--- config.mk ---
export PLATFORM = sky130hd
export DESIGN_NAME = serial_host_packetizer
export DESIGN_NICKNAME = d
export VERILOG_FILES = /design/src/common/packetizer_pkg.sv /design/src/design/serial_host_packetizer.sv
export SDC_FILE = /design/constraint.sdc
export NUM_CORES = 2
export LEC_CHECK = 0
export ABC_CLOCK_PERIOD_IN_PS = 8200
export BUFFER_PORTS_ARGS = -buffer_cell sky130_fd_sc_hd__buf_2
export CELL_PAD_IN_SITES_DETAIL_PLACEMENT = 2
export CELL_PAD_IN_SITES_GLOBAL_PLACEMENT = 2
export CORE_ASPECT_RATIO = 0.5
export CORE_MARGIN = 8
export CORE_UTILIZATION = 49
export DETAILED_ROUTE_END_ITERATION = 8
export PLACE_DENSITY_LB_ADDON = 0.1
export RECOVER_POWER = 50
export SLEW_MARGIN = 10
export SYNTH_ARGS = -nofsm -noshare
export SYNTH_HDL_FRONTEND = slang
export SYNTH_SLANG_ARGS = --single-unit
--- constraint.sdc ---
create_clock -name pclk -period 8.2 [get_ports pclk]
set_clock_uncertainty 0.05 [all_clocks]
set_input_delay 0.82 -clock pclk [delete_from_list [all_inputs] [get_ports pclk]]
set_output_delay 0.82 -clock pclk [all_outputs]
set_load 0.02 [all_outputs]
--- src/common/packetizer_pkg.sv ---
package packetizer_pkg;
    // Buffer geometry; both depths are fixed here, and the depth sets the
    // counter width.
    localparam int IN_DEPTH = 256;
    localparam int OUT_DEPTH = 64;
    localparam int IN_AW = 8;
    localparam int OUT_AW = 6;
    localparam logic [IN_AW:0] IN_DEPTH_C = 9'h100;
    localparam logic [OUT_AW:0] OUT_DEPTH_C = 7'h40;
    // Free space needed before clear-to-send is driven active again.
    localparam logic [IN_AW:0] CTS_RESUME_FREE = 9'h022;
    // A CTS threshold closer to full than this margin would leave no room for late bytes.
    localparam logic [IN_AW:0] CTS_MIN_MARGIN = 9'h022;
    localparam logic [7:0] MAX_PACKET_LIMIT = 8'hFF;
    // Special characters on the serial input.
    localparam logic [7:0] XON_CHAR = 8'h11;
    localparam logic [7:0] XOFF_CHAR = 8'h13;
    localparam logic [7:0] CMD_CHAR = 8'h2B;
    localparam logic [1:0] CMD_COUNT = 2'h3;
    localparam logic [1:0] RTS_HANDSHAKE_ON = 2'h2;
    // Frame layout: start, 8 data, stop.
    localparam logic [3:0] DATA_BITS = 4'h8;
    localparam logic [3:0] STOP_INDEX = 4'h9;
    localparam logic [15:0] BAUD_DEFAULT = 16'h06C8;
    // Register bus map.
    localparam logic [11:0] ADDR_CONFIG = 12'h000;
    localparam logic [11:0] ADDR_TIMING = 12'h004;
    localparam logic [11:0] ADDR_STATUS = 12'h008;
    localparam logic [11:0] ADDR_IDENT = 12'h00C;
    // Packet idle timeout is counted in serial bit times.
    localparam logic [15:0] TIMEOUT_DEFAULT = 16'h0003;
    localparam logic [7:0] THRESH_DEFAULT = 8'h00;
    localparam logic [7:0] PKT_DEFAULT = 8'h40;
    localparam logic [8:0] FLOW_DEFAULT = 9'h0C0;

    typedef enum {
        MODE_IDLE,
        MODE_INIT,
        MODE_SEND,
        MODE_RECEIVE
    } mode_t;

    // Radio-side handoff: one transmitted byte or one received byte.
    typedef struct packed {
        logic valid;
        logic [7:0] data;
    } byte_beat_t;

    typedef struct packed {
        logic [7:0] network_id;
        logic [7:0] channel;
        logic [7:0] address;
    } radio_match_t;
endpackage

--- src/design/serial_host_packetizer.sv ---
`timescale 1ns/1ps
module serial_host_packetizer
    import packetizer_pkg::*;
(
    input wire logic pclk,
    input wire logic presetn,
    input wire logic psel,
    input wire logic penable,
    input wire logic pwrite,
    input wire logic [11:0] paddr,
    input wire logic [31:0] pwdata,
    output logic [31:0] prdata,
    output logic pready,
    output logic pslverr,
    input wire logic serial_input_line,
    output logic serial_output_line,
    output logic cts_n,
    input wire logic rts_n,
    output byte_beat_t radio_tx,
    output logic radio_init,
    input wire logic radio_tx_ready,
    input wire logic radio_init_done,
    input wire logic radio_rx_active,
    input wire byte_beat_t radio_rx,
    input wire logic radio_rx_end,
    input wire radio_match_t radio_rx_hdr,
    output logic [1:0] mode_state
);
    localparam logic [15:0] IDENT_VALUE = 16'h5A5A; // Arbitrary value.

    // Software settings.
    logic [15:0] serial_baud_setting;
    logic [15:0] packet_idle_timeout;
    logic [7:0] packet_byte_threshold;
    logic [7:0] max_packet_size;
    logic [8:0] flow_threshold_setting;
    logic [1:0] rts_handshake_setting;
    logic soft_flow_enable;
    logic [1:0] parity_setting;
    logic [2:0] radio_rate_setting;
    radio_match_t own_id;

    // Input synchroniser: three stages, change taken when stages 2 and 3
    // agree so a single-cycle glitch never reaches the receiver.
    logic [2:0] rx_sync;
    logic rx_level;
    always_ff @(posedge pclk or negedge presetn) begin
        if (!presetn) begin
            rx_sync <= 3'h7;
            rx_level <= 1'b1;
        end else begin
            rx_sync <= {rx_sync[1:0], serial_input_line};
            if (rx_sync[1] == rx_sync[2]) begin
                rx_level <= rx_sync[2];
            end
        end
    end

    // Receiver: sample mid-bit, framing per character.
    logic rx_busy;
    logic [15:0] rx_cnt;
    logic [3:0] rx_bit;
    logic [7:0] rx_shift;
    logic rx_done;
    logic [7:0] rx_byte;
    wire [15:0] half_baud = {1'b0, serial_baud_setting[15:1]};
    // The divisor is cycles per bit, so each count runs from divisor-1 to 0.
    wire [15:0] bit_reload = serial_baud_setting - 16'h0001;
    wire rx_tick = (rx_cnt == 16'h0000);
    always_ff @(posedge pclk or negedge presetn) begin
        if (!presetn) begin
            rx_busy <= 1'b0;
            rx_cnt <= 16'h0000;
            rx_bit <= 4'h0;
            rx_shift <= 8'h00;
            rx_done <= 1'b0;
            rx_byte <= 8'h00;
        end else begin
            rx_done <= 1'b0;
            if (!rx_busy) begin
                if (!rx_level) begin
                    rx_busy <= 1'b1;
                    rx_cnt <= half_baud;
                    rx_bit <= 4'h0;
                end
            end else if (!rx_tick) begin
                rx_cnt <= rx_cnt - 16'h0001;
            end else begin
                rx_cnt <= bit_reload;
                rx_bit <= rx_bit + 4'h1;
                if (rx_bit == 4'h0 && rx_level) begin
                    rx_busy <= 1'b0; // False start.
                end else if (rx_bit != 4'h0 && rx_bit <= DATA_BITS) begin
                    rx_shift <= {rx_level, rx_shift[7:1]};
                end else if (rx_bit == STOP_INDEX) begin
                    rx_busy <= 1'b0;
                    rx_done <= rx_level;
                    rx_byte <= rx_shift;
                end
            end
        end
    end

    // Character classes; soft flow characters are consumed, not stored.
    wire is_xon = soft_flow_enable && rx_byte == XON_CHAR;
    wire is_xoff = soft_flow_enable && rx_byte == XOFF_CHAR;
    wire store_char = rx_done && !is_xon && !is_xoff;

    // Input buffer.
    logic [7:0] in_mem [IN_DEPTH];
    logic [IN_AW-1:0] in_wp;
    logic [IN_AW-1:0] in_rp;
    logic [IN_AW:0] in_count;
    logic [7:0] pkt_left;
    logic [1:0] cmd_seen;
    logic trigger_hold;
    mode_t mode;

    wire in_full = (in_count == IN_DEPTH_C);
    wire in_push = store_char && !in_full;
    wire in_pop = (mode == MODE_SEND) && !radio_tx.valid &&
        (in_count != 9'h000) && (pkt_left != 8'h00);
    wire [IN_AW:0] in_free = IN_DEPTH_C - in_count;

    always_ff @(posedge pclk) begin
        if (in_push) begin
            in_mem[in_wp] <= rx_byte;
        end
    end

    // Count of buffered bytes and the pointers.
    always_ff @(posedge pclk or negedge presetn) begin
        if (!presetn) begin
            in_wp <= '0;
            in_rp <= '0;
            in_count <= '0;
        end else begin
            in_wp <= in_wp + IN_AW'(in_push);
            in_rp <= in_rp + IN_AW'(in_pop);
            in_count <= in_count + (IN_AW + 1)'(in_push) -
                (IN_AW + 1)'(in_pop);
        end
    end

    // Idle gap timer in bit times since the last character.
    logic [15:0] gap_div;
    logic [15:0] gap_bits;
    wire gap_bit = (gap_div == 16'h0000);
    always_ff @(posedge pclk or negedge presetn) begin
        if (!presetn) begin
            gap_div <= 16'h0000;
            gap_bits <= 16'h0000;
        end else if (rx_busy || rx_done) begin
            gap_div <= bit_reload;
            gap_bits <= 16'h0000;
        end else if (gap_bit) begin
            gap_div <= bit_reload;
            if (gap_bits != 16'hFFFF) begin
                gap_bits <= gap_bits + 16'h0001;
            end
        end else begin
            gap_div <= gap_div - 16'h0001;
        end
    end

    // Command sequence detector; three entry characters in a row.
    always_ff @(posedge pclk or negedge presetn) begin
        if (!presetn) begin
            cmd_seen <= 2'h0;
            trigger_hold <= 1'b0;
        end else begin
            // The clear comes first so a sequence completed in the initializer's
            // last cycle still triggers the next packet.
            if (mode == MODE_INIT) begin
                trigger_hold <= 1'b0;
            end
            if (rx_done) begin
                if (rx_byte != CMD_CHAR) begin
                    cmd_seen <= 2'h0;
                end else if (cmd_seen == CMD_COUNT - 2'h1) begin
                    cmd_seen <= 2'h0;
                    trigger_hold <= 1'b1;
                end else begin
                    cmd_seen <= cmd_seen + 2'h1;
                end
            end
        end
    end

    // Transmit triggers.
    wire has_data = (in_count != 9'h000);
    wire thr_hit = (packet_byte_threshold != 8'h00) &&
        (in_count >= {1'b0, packet_byte_threshold});
    wire pk_hit = (in_count >= {1'b0, max_packet_size});
    wire to_hit = (packet_idle_timeout != 16'h0000) && has_data &&
        (gap_bits >= packet_idle_timeout);
    wire tx_trigger = has_data && (thr_hit || pk_hit || to_hit ||
        trigger_hold);

    // Mode sequencer.
    always_ff @(posedge pclk or negedge presetn) begin
        if (!presetn) begin
            mode <= MODE_IDLE;
            pkt_left <= 8'h00;
            radio_init <= 1'b0;
            radio_tx <= '0;
        end else begin
            if (radio_tx.valid && radio_tx_ready) begin
                radio_tx.valid <= 1'b0;
            end
            case (mode)
                MODE_IDLE: begin
                    if (radio_rx_active) begin
                        mode <= MODE_RECEIVE;
                    end else if (tx_trigger) begin
                        mode <= MODE_INIT;
                        radio_init <= 1'b1;
                    end
                end
                MODE_INIT: begin
                    if (radio_init_done) begin
                        radio_init <= 1'b0;
                        mode <= MODE_SEND;
                        pkt_left <= max_packet_size;
                    end
                end
                MODE_SEND: begin
                    if (in_pop) begin
                        radio_tx <= '{valid: 1'b1, data: in_mem[in_rp]};
                        pkt_left <= pkt_left - 8'h01;
                    end else if (!radio_tx.valid &&
                        (pkt_left == 8'h00 || !has_data)) begin
                        if (has_data) begin
                            pkt_left <= max_packet_size;
                        end else begin
                            mode <= MODE_IDLE;
                        end
                    end
                end
                MODE_RECEIVE: begin
                    if (!radio_rx_active) begin
                        mode <= MODE_IDLE;
                    end
                end
                default: mode <= MODE_IDLE;
            endcase
        end
    end

    // Clear-to-send off at the threshold and back on once below it; the threshold is kept below full.
    always_ff @(posedge pclk or negedge presetn) begin
        if (!presetn) begin
            cts_n <= 1'b0;
        end else if (in_count >= flow_threshold_setting) begin
            cts_n <= 1'b1;
        end else if (in_free >= CTS_RESUME_FREE) begin
            cts_n <= 1'b0;
        end
    end

    // Output buffer; the header match is decided per byte.
    logic [7:0] out_mem [OUT_DEPTH];
    logic [OUT_AW-1:0] out_wp;
    logic [OUT_AW-1:0] out_rp;
    logic [OUT_AW:0] out_count;
    logic xoff_hold;
    logic [2:0] rts_sync;
    logic rts_level;
    logic tx_busy;
    logic [15:0] tx_cnt;
    logic [3:0] tx_bit;
    logic [9:0] tx_shift;
    wire hdr_match = (radio_rx_hdr == own_id);
    wire out_full = (out_count == OUT_DEPTH_C);
    wire out_push = radio_rx.valid && hdr_match && !out_full;
    wire rts_block = (rts_handshake_setting == RTS_HANDSHAKE_ON) &&
        rts_level;
    wire out_pop = !tx_busy && (out_count != 7'h00) && !rts_block &&
        !xoff_hold;

    always_ff @(posedge pclk) begin
        if (out_push) begin
            out_mem[out_wp] <= radio_rx.data;
        end
    end

    always_ff @(posedge pclk or negedge presetn) begin
        if (!presetn) begin
            out_wp <= '0;
            out_rp <= '0;
            out_count <= '0;
            xoff_hold <= 1'b0;
            rts_sync <= 3'h7;
            rts_level <= 1'b1;
        end else begin
            out_wp <= out_wp + OUT_AW'(out_push);
            out_rp <= out_rp + OUT_AW'(out_pop);
            out_count <= out_count + (OUT_AW + 1)'(out_push) -
                (OUT_AW + 1)'(out_pop);
            rts_sync <= {rts_sync[1:0], rts_n};
            if (rts_sync[1] == rts_sync[2]) begin
                rts_level <= rts_sync[2];
            end
            if (!soft_flow_enable || (rx_done && is_xon)) begin
                xoff_hold <= 1'b0;
            end else if (rx_done && is_xoff) begin
                xoff_hold <= 1'b1;
            end
        end
    end

    // Serial transmitter toward the host.
    always_ff @(posedge pclk or negedge presetn) begin
        if (!presetn) begin
            tx_busy <= 1'b0;
            tx_cnt <= 16'h0000;
            tx_bit <= 4'h0;
            tx_shift <= 10'h3FF;
            serial_output_line <= 1'b1;
        end else if (out_pop) begin
            tx_busy <= 1'b1;
            tx_cnt <= bit_reload;
            tx_bit <= 4'h0;
            tx_shift <= {1'b1, out_mem[out_rp], 1'b0};
            serial_output_line <= 1'b0;
        end else if (tx_busy) begin
            if (tx_cnt != 16'h0000) begin
                tx_cnt <= tx_cnt - 16'h0001;
            end else if (tx_bit == STOP_INDEX) begin
                tx_busy <= 1'b0;
                serial_output_line <= 1'b1;
            end else begin
                tx_cnt <= bit_reload;
                tx_bit <= tx_bit + 4'h1;
                tx_shift <= {1'b1, tx_shift[9:1]};
                serial_output_line <= tx_shift[1];
            end
        end
    end

    // APB slave, zero wait states.
    wire wr = psel && penable && pwrite;
    wire [7:0] pk_wr = (pwdata[15:8] == 8'h00) ? 8'h01 : pwdata[15:8];
    wire sel_cfg = (paddr == ADDR_CONFIG);
    wire sel_tim = (paddr == ADDR_TIMING);
    wire sel_sts = (paddr == ADDR_STATUS);
    wire sel_id = (paddr == ADDR_IDENT);
    wire mapped = sel_cfg || sel_tim || sel_sts || sel_id;
    // Rate bits one and zero share the parity field, so only bit two shows.
    wire [31:0] cfg_word = {1'b0, radio_rate_setting[2], parity_setting,
        soft_flow_enable, rts_handshake_setting, flow_threshold_setting,
        max_packet_size, packet_byte_threshold};
    wire [31:0] tim_word = {packet_idle_timeout, serial_baud_setting};
    wire [31:0] sts_word = {6'h00, mode == MODE_RECEIVE, xoff_hold, cts_n,
        out_count, 7'h00, in_count};
    wire [31:0] id_word = {own_id, IDENT_VALUE[7:0]};
    wire [31:0] rd_word = sel_cfg ? cfg_word : sel_tim ? tim_word :
        sel_sts ? sts_word : sel_id ? id_word : 32'h0000_0000;

    always_ff @(posedge pclk or negedge presetn) begin
        if (!presetn) begin
            packet_byte_threshold <= THRESH_DEFAULT;
            max_packet_size <= PKT_DEFAULT;
            flow_threshold_setting <= FLOW_DEFAULT;
            rts_handshake_setting <= 2'h0;
            soft_flow_enable <= 1'b0;
            parity_setting <= 2'h0;
            radio_rate_setting <= 3'h0;
            packet_idle_timeout <= TIMEOUT_DEFAULT;
            serial_baud_setting <= BAUD_DEFAULT;
            own_id <= '0;
        end else if (wr && sel_cfg) begin
            packet_byte_threshold <= (pwdata[7:0] > pk_wr) ?
                pk_wr : pwdata[7:0];
            max_packet_size <= pk_wr;
            flow_threshold_setting <= (pwdata[24:16] >
                IN_DEPTH_C - CTS_MIN_MARGIN) ?
                IN_DEPTH_C - CTS_MIN_MARGIN : pwdata[24:16];
            rts_handshake_setting <= pwdata[26:25];
            soft_flow_enable <= pwdata[27];
            parity_setting <= pwdata[29:28];
            radio_rate_setting <= pwdata[30:28];
        end else if (wr && sel_tim) begin
            serial_baud_setting <= pwdata[15:0];
            packet_idle_timeout <= pwdata[31:16];
        end else if (wr && sel_id) begin
            own_id <= pwdata[31:8];
        end
    end

    // Registered read data and answer.
    always_ff @(posedge pclk or negedge presetn) begin
        if (!presetn) begin
            prdata <= 32'h0000_0000;
            pready <= 1'b0;
            pslverr <= 1'b0;
        end else begin
            pready <= psel && !penable;
            pslverr <= psel && !penable && !mapped;
            prdata <= rd_word;
        end
    end

    // Mode is shown without lag so it lines up with the radio strobes.
    assign mode_state = 2'(mode);
endmodule // serial_host_packetizer

==> reports/metrics.yaml <==
h-tree-depth: 5
cpPeakStageDelay_ns: 3.68
end_kind: "flip-flop"
grt_use_total_pct: 33.1
clkTransAtPathRegs_ns: 0.07
die_area_sq_um: 252000
synth_largest_area_cell: "edfxtp_1"
clk_latency_ns: 0.90
rr_worst_depth: 1
synth_nets: 6493
drt-wirelength-per-cell_um: 43.2
status: "finished with violations"
finalInstanceArea_sq_um: 128000
synth_top_flop_cell: "edfxtp_1"
synthTopCellsByCount: "2560 x edfxtp_1, 560 x mux4_2, 490 x nor2_1"
path_depth: 1
period_share_pct: 82.6
firstDrtPassIters: 6
grt_start_max_net_pins: 196
gp_congestion: 0.885
ctsResizeCount: 0
drt_iter0_markers: 10200
synthesis.area_sq_um: 115000
critical_path_class: "reg2reg"
critPathLaunchType: "flip-flop"
core_area_sq_um: 235000
grt_pass1_wl_mm: 585
postPlaceCellArea_sq_um: 120000
die_w_um: 702
antenna_found_initial: 51
p_per_area_nw_per_um2: 230
num_vias: 67100
synth_cell_types: 83
crit_chain: "clkbuf_1"
synthCells: 6303
synth_top_family_by_area: "multiplexers"
hp-class: "in2reg"
synth_xor_area_share_pct: 0.889
crit_family: "buffers and inverters"
ant_nets: 0
violations: "capacitance limit, slew limit"
post-route-min-period_ns: 6.77
setup_tns_ns: 0
worstHoldPathCells: 2
synthTopCellsByArea: "edfxtp_1 67%, mux4_2 11%, dfrtp_1 5.9%"
crit_fanout: 97
rsz0062_at_grt: "false"
synth_fa_ha_area_share_pct: 1.14
peakVddDrop_uv: 197
cap_violations: 45
drc: 0
io_buffers: 134
ios: 136
drt-total-wl_mm: 426
viasPerCell: 6.81
ys_ff_latch: 2858
initial_core_util_pct: 49.1
fmax_mhz: 148
overflow: 0
worst_slew_pin_slew_ns: 5.81
slowest_stage: "clkbuf_1"
numCtsBuffers: 268
cts.sinks: 2858
synth_edf_count: 2560
post-synth-top-count-cell: "edfxtp_1"
drive_above_1_share_pct: 18.9
tritoncts: "done"
yosysSeqAreaShare_pct: 73.2
area.growth.synth_to_final_pct: 10.8
hold_violations: 0
finalSetupViolCount: 0
root_buffer: "clkbuf_16"
finish.net_count: 6695
rows: 126
synth_top_area_share_pct: 66.7
muxShareOfSynthArea_pct: 14.8
dieHeight_um: 359
slew_headroom_pct: -287
crit_required_ns: 8.06
synth_area_per_cell_sq_um: 18.3
synthArstFlopShare_pct: 10.4
slew_viol_final: 2459
synth-simple-area-share_pct: 4.11
ys_warn_count: 0
cellLeakagePower_nw: 40.8
synth_compound_area_share_pct: 4.10
grt_pass1_vias: 69500
place_hpwl_mm: 276
final_util_pct: 54.4
cts.path.max_buffers: 4
cp_num_buf_inv: 1
worst_ep_arrival_time_ns: 6.63
==> placed cells by master, fill, tap and decap left out, types with 74 or more instances in the layout <==
| master | Yosys | routed |
|---|---|---|
| a21oi_1 | 142 | 141 |
| buf_2 | 41 | 84 |
| mux2i_1 | 362 | 362 |
| nand2_1 | 270 | 256 |
| dfrtp_1 | 271 | 262 |
| buf_4 | 57 | 93 |
| o21ai_0 | 152 | 152 |
| clkbuf_16 | 0 | 279 |
| ha_1 | 100 | 100 |
| inv_1 | 101 | 101 |
| a22oi_1 | 74 | 74 |
| clkbuf_1 | 194 | 147 |
| mux4_2 | 560 | 560 |
| edfxtp_1 | 2560 | 2560 |
| nor2_1 | 490 | 483 |
==> cell families (layout without fill, tap and decap cells) <==
kind of cell,Yosys count,after routing
DFF,2858,2858
and+or+nand+nor,1072,1072
muxes,994,994
AOI/OAI and AO/OA,707,707
buffers and inverters,451,846
xor gates and xnor gates,117,117
adders and majority gates,104,104
other,0,18
==> routing by layer <==
layer  up-vias  GRT usage (%)  share of wire, %
met4        12           7.44               2.2
li1      25700              -                 -
met3       591           11.3                13
met2      4254           46.5                43
met5         -              0             0.018
met1     36600           50.0                42
==> report_power, final <==
group,switching [W],internal (W)
Clock,0.00582,0.00675
Combinational,0.000504,0.000282
Sequential,0.000236,0.0159
Total,0.00656,0.0229
==> final cells by class <==
cell class	count	area (sq um)
tap	3136	3920
clock buffer	358	7400
sequential	2858	84400
multi-input combinational	2994	29000
timing repair buffer	278	1730
inverter	105	399
fill	20200	107000
antenna	18	45.0
clock inverter	105	866
==> per-stage QoR <==
step           hold slack (ns)  setup WS, ns  power, W  cells
5_1_grt                 0.0492          1.43    0.0300   9837
6_report                0.0634          1.43    0.0294   9852
4_1_cts                 0.0192          2.74    0.0295   9833
3_3_place_gp             0.296          2.96    0.0171   9367
3_5_place_dp             0.300          2.80    0.0172   9367
2_1_floorplan            0.295          2.00    0.0167   6303
==> timing repair <==
action,4_1_cts,5_1_grt
endpoints found under the hold margin,55,0
setup buffers,0,0
hold buffers,3,0
==> state kept, by name, summed over array words and instances (netlist names), 9 cells and up <==
name / cells
gap_div: 16
gap_bits: 16
tx_cnt: 16
out_mem: 512
in_count: 9
id_word: 24
packet_idle_timeout: 16
rx_cnt: 16
radio_tx: 9
flow_threshold_setting: 9
in_mem: 2048
serial_baud_setting: 16
prdata: 32
==> worst paths after layout <==
| path | endpoint | from | slack (ns) |
|---|---|---|---|
| max in group asynchronous | xoff_hold | presetn | 2.31 |
| setup reg to reg | in_mem[76][7] | rx_byte[7] | 1.43 |
| setup / recovery | in_mem[76][7] | rx_byte[7] | 1.43 |
| min in group asynchronous | gap_bits[7] | presetn | 1.73 |
| hold reg to reg | rts_sync[1] | rts_sync[0] | 0.31 |
| hold / removal | pready | penable | 0.06 |
Note: power is estimated with default switching activity, not from simulation.
